File: src/hw/cts_pkg.sv
package cts_pkg;

  // Trigger source selection
  typedef enum logic [1:0] {
    CTS_SRC_CONTINUOUS = 2'h0,
    CTS_SRC_SOFTWARE = 2'h1,
    CTS_SRC_HARDWARE = 2'h2
  } cts_src_t;

  localparam int CTS_CNT_W = 24;
  localparam int CTS_FRM_W = 8;
  localparam int CTS_GPO_W = 4;
  localparam int CTS_STROBE_GPO_IDX = 0;
  localparam int CTS_SYNC_STAGES = 3;

  localparam logic [CTS_CNT_W-1:0] CTS_CNT_ZERO = 24'h000000;
  localparam logic [CTS_CNT_W-1:0] CTS_CNT_ONE = 24'h000001;
  localparam logic [CTS_FRM_W-1:0] CTS_FRM_ZERO = 8'h00;
  localparam logic [CTS_FRM_W-1:0] CTS_FRM_ONE = 8'h01;

  // Core clock period for converting times to cycles
  localparam int CTS_CLK_PERIOD_NS = 10;

endpackage : cts_pkg

File: src/hw/cts_debounce.sv
`timescale 1ns/100ps
`default_nettype none
module cts_debounce
  import cts_pkg::*;
(
  // Clock and reset
  input wire logic core_clk,
  input wire logic sys_rst,
  // Raw pin and filter setting
  input wire logic pin_in,
  input wire logic [CTS_CNT_W-1:0] debounce_cycles,
  // Filtered level
  output logic level_out
);

  logic [CTS_SYNC_STAGES-1:0] sync_reg;
  logic [CTS_SYNC_STAGES-1:0] sync_next;
  logic [CTS_CNT_W-1:0] stable_reg;
  logic [CTS_CNT_W-1:0] stable_next;
  logic level_reg;
  logic level_next;
  logic agreed;

  // Only stages two and three are looked at; stage one is metastable prone
  assign agreed = sync_reg[1];

  always_comb begin
    sync_next = {sync_reg[CTS_SYNC_STAGES-2:0], pin_in};
    stable_next = stable_reg;
    level_next = level_reg;
    if (sync_reg[1] != sync_reg[2]) begin
      level_next = level_reg;
      stable_next = CTS_CNT_ZERO;
    end else if (debounce_cycles == CTS_CNT_ZERO) begin
      level_next = agreed;
      stable_next = CTS_CNT_ZERO;
    end else if (agreed == level_reg) begin
      stable_next = CTS_CNT_ZERO;
    end else if (stable_reg + CTS_CNT_ONE >= debounce_cycles) begin
      level_next = agreed;
      stable_next = CTS_CNT_ZERO;
    end else begin
      stable_next = stable_reg + CTS_CNT_ONE;
    end
  end

  always_ff @(posedge core_clk or posedge sys_rst) begin
    if (sys_rst) begin
      sync_reg <= '0;
      stable_reg <= CTS_CNT_ZERO;
      level_reg <= 1'b0;
    end else begin
      sync_reg <= sync_next;
      stable_reg <= stable_next;
      level_reg <= level_next;
    end
  end

  assign level_out = level_reg;
endmodule : cts_debounce
`default_nettype wire

File: src/hw/cts_trigger_strobe.sv
`timescale 1ns/100ps
`default_nettype none
module cts_trigger_strobe
  import cts_pkg::*;
(
  // Clock and reset
  input wire logic core_clk,
  input wire logic sys_rst,
  // Source and trigger configuration
  input wire logic [1:0] trigger_source,
  input wire logic level_mode,
  input wire logic active_high,
  input wire logic [CTS_CNT_W-1:0] frame_period_cycles,
  input wire logic [CTS_CNT_W-1:0] exposure_cycles,
  input wire logic [CTS_CNT_W-1:0] trigger_delay_cycles,
  input wire logic [CTS_CNT_W-1:0] debounce_cycles,
  input wire logic [CTS_FRM_W-1:0] frames_per_trigger,
  input wire logic [CTS_CNT_W-1:0] frame_interval_cycles,
  // Strobe configuration
  input wire logic strobe_semi_auto,
  input wire logic [CTS_CNT_W-1:0] strobe_delay_time,
  input wire logic [CTS_CNT_W-1:0] strobe_pulse_width,
  // Software command and external pin
  input wire logic sw_trigger,
  input wire logic external_trigger_input,
  // Outputs
  output logic [CTS_GPO_W-1:0] gpo,
  output logic exposure_active,
  output logic frame_start,
  output logic busy
);

  typedef enum logic [2:0] {
    CTS_IDLE,
    CTS_DELAY,
    CTS_EXPOSE,
    CTS_GAP
  } cts_state_t;

  logic trig_level;
  cts_debounce u_debounce (
    .core_clk(core_clk),
    .sys_rst(sys_rst),
    .pin_in(external_trigger_input),
    .debounce_cycles(debounce_cycles),
    .level_out(trig_level)
  );

  cts_state_t state_reg, state_next;
  logic [CTS_CNT_W-1:0] cnt_reg, cnt_next;
  logic [CTS_CNT_W-1:0] pace_reg, pace_next;
  logic [CTS_FRM_W-1:0] left_reg, left_next;
  logic prev_reg;
  logic hw_src_reg, hw_src_next;
  logic start_reg, start_next;
  logic str_on_reg, str_on_next;
  logic str_run_reg, str_run_next;
  logic str_ph_reg, str_ph_next;
  logic [CTS_CNT_W-1:0] str_cnt_reg, str_cnt_next;

  logic active_lvl;
  logic edge_hit;
  logic want_cont;
  logic want_sw;
  logic want_hw;
  logic launch;

  // Polarity-corrected level; level-mode active and edge detection share it
  function automatic logic is_active(input logic lvl, input logic hi);
    return hi ? lvl : ~lvl;
  endfunction : is_active

  function automatic logic [CTS_CNT_W-1:0] floor1(input logic [CTS_CNT_W-1:0] v);
    return (v == CTS_CNT_ZERO) ? CTS_CNT_ONE : v;
  endfunction : floor1

  assign active_lvl = is_active(trig_level, active_high);
  assign edge_hit = active_lvl & ~is_active(prev_reg, active_high);
  assign want_cont = (trigger_source == CTS_SRC_CONTINUOUS)
    && (pace_reg == CTS_CNT_ZERO);
  assign want_sw = (trigger_source == CTS_SRC_SOFTWARE) && sw_trigger;
  assign want_hw = (trigger_source == CTS_SRC_HARDWARE)
    && (level_mode ? active_lvl : edge_hit);
  // Only IDLE accepts; a busy engine drops edge and software triggers, while continuous and level requests wait for IDLE
  assign launch = (state_reg == CTS_IDLE) && (want_cont || want_sw || want_hw);

  always_comb begin
    state_next = state_reg;
    cnt_next = cnt_reg;
    left_next = left_reg;
    hw_src_next = hw_src_reg;
    start_next = 1'b0;
    pace_next = (pace_reg == CTS_CNT_ZERO) ? CTS_CNT_ZERO : pace_reg - CTS_CNT_ONE;
    unique case (state_reg)
      CTS_IDLE: begin
        if (launch) begin
          hw_src_next = want_hw;
          left_next = (want_hw && !level_mode && frames_per_trigger != CTS_FRM_ZERO)
            ? frames_per_trigger - CTS_FRM_ONE : CTS_FRM_ZERO;
          pace_next = floor1(frame_period_cycles) - CTS_CNT_ONE;
          if (want_hw && trigger_delay_cycles != CTS_CNT_ZERO) begin
            state_next = CTS_DELAY;
            cnt_next = trigger_delay_cycles - CTS_CNT_ONE;
          end else begin
            state_next = CTS_EXPOSE;
            cnt_next = floor1(exposure_cycles) - CTS_CNT_ONE;
            start_next = 1'b1;
          end
        end
      end
      CTS_DELAY: begin
        if (cnt_reg == CTS_CNT_ZERO) begin
          state_next = CTS_EXPOSE;
          cnt_next = floor1(exposure_cycles) - CTS_CNT_ONE;
          start_next = 1'b1;
        end else begin
          cnt_next = cnt_reg - CTS_CNT_ONE;
        end
      end
      CTS_EXPOSE: begin
        if (cnt_reg != CTS_CNT_ZERO) begin
          cnt_next = cnt_reg - CTS_CNT_ONE;
        end else if (left_reg != CTS_FRM_ZERO) begin
          state_next = CTS_GAP;
          cnt_next = frame_interval_cycles;
        end else begin
          // Level mode re-arms from IDLE and checks the level there
          state_next = CTS_IDLE;
        end
      end
      CTS_GAP: begin
        if (cnt_reg == CTS_CNT_ZERO) begin
          state_next = CTS_EXPOSE;
          left_next = left_reg - CTS_FRM_ONE;
          cnt_next = floor1(exposure_cycles) - CTS_CNT_ONE;
          start_next = 1'b1;
        end else begin
          cnt_next = cnt_reg - CTS_CNT_ONE;
        end
      end
      default: state_next = CTS_IDLE;
    endcase
  end

  // Semi-auto strobe: one pulse per accepted trigger, timed from acceptance
  always_comb begin
    str_on_next = str_on_reg;
    str_run_next = str_run_reg;
    str_ph_next = str_ph_reg;
    str_cnt_next = str_cnt_reg;
    if (!strobe_semi_auto) begin
      str_on_next = (state_next == CTS_EXPOSE);
      str_run_next = 1'b0;
    end else if (launch) begin
      str_run_next = 1'b1;
      str_ph_next = (strobe_delay_time == CTS_CNT_ZERO);
      str_on_next = (strobe_delay_time == CTS_CNT_ZERO);
      str_cnt_next = (strobe_delay_time == CTS_CNT_ZERO)
        ? floor1(strobe_pulse_width) - CTS_CNT_ONE : strobe_delay_time - CTS_CNT_ONE;
    end else if (str_run_reg) begin
      if (str_cnt_reg != CTS_CNT_ZERO) begin
        str_cnt_next = str_cnt_reg - CTS_CNT_ONE;
      end else if (!str_ph_reg) begin
        str_ph_next = 1'b1;
        str_on_next = 1'b1;
        str_cnt_next = floor1(strobe_pulse_width) - CTS_CNT_ONE;
      end else begin
        str_on_next = 1'b0;
        str_run_next = 1'b0;
      end
    end else begin
      str_on_next = 1'b0;
    end
  end

  always_ff @(posedge core_clk or posedge sys_rst) begin
    if (sys_rst) begin
      state_reg <= CTS_IDLE;
      cnt_reg <= CTS_CNT_ZERO;
      pace_reg <= CTS_CNT_ZERO;
      left_reg <= CTS_FRM_ZERO;
      prev_reg <= 1'b0;
      hw_src_reg <= 1'b0;
      start_reg <= 1'b0;
      str_on_reg <= 1'b0;
      str_run_reg <= 1'b0;
      str_ph_reg <= 1'b0;
      str_cnt_reg <= CTS_CNT_ZERO;
    end else begin
      state_reg <= state_next;
      cnt_reg <= cnt_next;
      pace_reg <= pace_next;
      left_reg <= left_next;
      prev_reg <= trig_level;
      hw_src_reg <= hw_src_next;
      start_reg <= start_next;
      str_on_reg <= str_on_next;
      str_run_reg <= str_run_next;
      str_ph_reg <= str_ph_next;
      str_cnt_reg <= str_cnt_next;
    end
  end

  // Remaining general outputs are unused by this block
  always_comb begin
    gpo = '0;
    gpo[CTS_STROBE_GPO_IDX] = str_on_reg;
  end
  assign exposure_active = (state_reg == CTS_EXPOSE);
  assign frame_start = start_reg;
  assign busy = (state_reg != CTS_IDLE);
endmodule : cts_trigger_strobe
`default_nettype wire

File: config.mk
export PLATFORM = sky130hd
export DESIGN_NAME = cts_trigger_strobe
export DESIGN_NICKNAME = d
export VERILOG_FILES = /design/src/hw/cts_pkg.sv /design/src/hw/cts_debounce.sv /design/src/hw/cts_trigger_strobe.sv
export SDC_FILE = /design/constraint.sdc
export NUM_CORES = 1
export LEC_CHECK = 0
export BUFFER_PORTS_ARGS = -buffer_cell sky130_fd_sc_hd__buf_4
export CAP_MARGIN = 5
export CORE_AREA = 2 2 203 105
export CTS_CLUSTER_SIZE = 14
export DETAILED_ROUTE_END_ITERATION = 7
export DIE_AREA = 0 0 205 107
export GPL_TIMING_DRIVEN = 0
export PLACE_DENSITY = 0.76
export SYNTH_ARGS = -nofsm -noshare
export SYNTH_HDL_FRONTEND = slang
export SYNTH_SLANG_ARGS = --single-unit
File: constraint.sdc
create_clock -name core_clk -period 4.44 [get_ports core_clk]
set_clock_uncertainty 0.05 [all_clocks]
set_input_delay 0.444 -clock core_clk [delete_from_list [all_inputs] [get_ports core_clk]]
set_output_delay 0.444 -clock core_clk [all_outputs]
set_load 0.01 [all_outputs]
==> summary.txt <==
CTS
  – Clock Sinks: 116
  – Worst skew pair latency: between 0.4 and 0.5 ns
  – Clock buffer count from CTS: 17
  – CTS resizes: 0
  – Reg clk slew, reported paths: 0.06 ns
  – Max H-tree Level: 4
  – Setup Fix Bufs, Post-CTS: 0
  – Hold buffers post-CTS: 0
  – CTS max path bufs: 2
  – Root Driver: clkbuf_16
  – CTS tree: yes

Worst setup path
  – Crit Path Class: register to register
  – Worst EP arrival: 4.30 ns
  – Worst setup SP type: register
  – Data required, critical path: ~4.7 ns
  – Critical Path Sink Type: register
  – Critical path peak fanout: 10

Synthesis
  – Flops & latches, synth: 116
  – Synth area leaders: dfrtp_1, xnor2_1, xor2_1
  – Syn Std Cell Area: roughly 11000 um2
  – Commonest cells in the netlist: dfrtp_1, nand2_1, nor2_1
  – Number of distinct library cells after synthesis: 92
  – Most common cell in the netlist: dfrtp_1
  – Top-area cell type share of the netlist area: 27.6%
  – Number of flops mapped to enable cells by yosys: 0
  – Seq/Total Area, Yosys: 27.6%
  – Async S/R FF share, synth: 100%
  – Syn. warnings: 0
  – Synth area leader: dfrtp_1
  – Post-Syn Instances: 1307
  – Main flop type after synthesis: dfrtp_1
  – Syn Area/Cell: 8.05 um2

Pwr
  – Leakage: around 5.3 nW
  – Total Power: 4.11 mW
  – Sw Share: 36.3%
  – Clk pwr share: 31.5%
  – Pwr/cell area: between 300 and 400 nW/um2
  – Sequential Power Share: 37.5%
  – Worst VDD drop: between 200 and 250 uV
  – Switching power: 1.49 mW
  – Gate power share: 30.9%
  – Internal Power: about 2.6 mW

Floorplan
  – DIE WIDTH: 205 um
  – Die height: 107 um
  – Core Area: 20200 um2
  – Die area: 21900 um2
  – Initial Utilization: between 50% and 60%
  – FP Rows: 37
  – I/O Pins: 192

Timing
  – Hold Slack: 0.0516 ns
  – Setup TNS: 0 ns
  – Worst-Margin Slew: 1.26 ns
  – Max Slew Vio Count: 0
  – Max frequency: 0.247 GHz
  – Fin. Hold Viols: 0
  – Unrepaired setup endpoints after global routing: no
  – Final Critical Period: 4.05 ns
  – Final setup fails: 0
  – Slew headroom: between 10% and 20%
  – Fin crit share: between 90% and 100%

Placed design
  – Post-DP Area: between 10000 and 15000 um2
  – GPL Wtd Cong: 1.03
  – IO Port Bufs: 188
  – DP HPWL: 30.0 mm

Global route
  – GRT Util Overall: between 30% and 40%
  – GRT Residual Overflow: 0
  – Initial antenna violation count: 0
  – First-pass GRT wire length: 59.4 mm
  – Vias in the first global route: 10.8k
  – Largest net degree at the start of global routing: 62

Detailed routing
  – DRC: 0
  – WL/cell: 21.3 um
  – Via count: 11.5k
  – Vias/cell: 6.36
  – Iter 0 DRT Violations: ~1.3k
  – Final wirelength: 38.3 mm
  – Antenna viol nets, final: 0
  – DRT Pass-1 Iters: 6

Finish
  – Core Util, Final: 63.7%
  – Layout area overhead: 22.2%
  – Nets: 1744
  – Share of cells above drive strength 1: 18.1%
  – Cell area after layout: 12900 um2
  – N_diodes: 0

Job
  – Max-cap viol count: 0

Status
  – Run status: complete, no violations

Worst hold path
  – HP Class: primary input to asynchronous set/reset pin
[area by class of cell]
cell class	instances	area (um2)
plain buffers	51	270
clock buffers	19	453
clock inverters	10	86.3
fillers	1783	7330
inverters	62	238
multi-input cells	1081	7120
flip-flops and latches	116	2900
well taps	273	342
repair buffers	189	1440
[cells in the final DEF (no fill, tap or decap), types with 17 or more instances in the layout]
master,n
nor2b_1,31
dfrtp_1,116
nor3_1,73
ha_1,41
buf_4,197
or3_1,32
inv_1,60
nor2_1,96
clkbuf_16,17
xor2_1,66
nor4_1,56
nand3_1,53
or4_1,27
clkbuf_1,26
nand2_1,97
o22ai_1,31
o21ai_0,68
a21oi_1,68
xnor2_1,89
[final timing paths]
kind / start / to / slack [ns] / depth (start not counted)
worst min-delay path: sys_rst / pace_reg[1] / 0.05 / 2
worst max register to register: u_debounce.stable_reg[0] / u_debounce.stable_reg[15] / 0.39 / 14
max in group asynchronous: sys_rst / u_debounce.stable_reg[23] / 3.60 / 3
min in group core_clk: external_trigger_input / u_debounce.sync_reg[0] / 0.07 / 1
worst max-delay path: u_debounce.stable_reg[0] / u_debounce.stable_reg[15] / 0.39 / 14
worst min register to register: u_debounce.sync_reg[0] / u_debounce.sync_reg[1] / 0.30 / 0
[logic make-up (layout without fill, tap and decap cells)]
group	after synthesis	after routing	synth area share [%]
multiplexers	8	8	0.762
buffers and inverters	113	331	4.76
adder cells (fa/ha/maj)	41	41	4.88
AND/OR/NAND/NOR	563	563	29.0
flip-flops	116	116	27.6
XOR/XNOR	155	155	12.9
AO/OA/AOI/OAI	310	310	20.1
other	1	4	0.0357
[worst max-delay path: stages (launching register included)]
cell,delay [ns]
dfrtp_1,0.45
ha_1,0.29
and3_1,0.27
and3_1,0.31
nand4_1,0.15
xnor2_1,0.21
ha_1,0.22
o21ai_0,0.09
a211oi_1,0.23
a211oi_1,0.09
or4_1,0.51
o21ai_0,0.34
or3_1,0.31
clkbuf_2,0.30
nor2b_1,0.09
[routing by layer]
metal / up-vias / GRT usage, % / routed length [um]
met3: 55 / 15.2 / 5520
met2: 692 / 47.2 / 14800
li1: 5291 / - / -
met4: 0 / 7.14 / 480
met5: - / 0 / 0
met1: 5421 / 52.4 / 17500
[through the flow]
| stage | setup slack, ns | std cells |
|---|---|---|
| after CTS | 0.245 | 1801 |
| after floorplan | 0.874 | 1310 |
| after detailed placement | 0.126 | 1772 |
| final | 0.394 | 1801 |
| after global routing | 0.0585 | 1801 |
| after global placement | -0.794 | 1771 |
[power by group through the flow]
stage | Sequential [mW] | Combinational, mW | Clock (mW)
6_report | 1.54 | 1.27 | 1.30
5_1_grt | 1.57 | 1.38 | 1.36
4_1_cts | 1.53 | 1.23 | 1.31
3_5_place_dp | 1.54 | 1.22 | 0
3_3_place_gp | 1.54 | 1.19 | 0
2_1_floorplan | 1.48 | 0.800 | 0
Note: power is estimated with default switching activity, not from simulation.
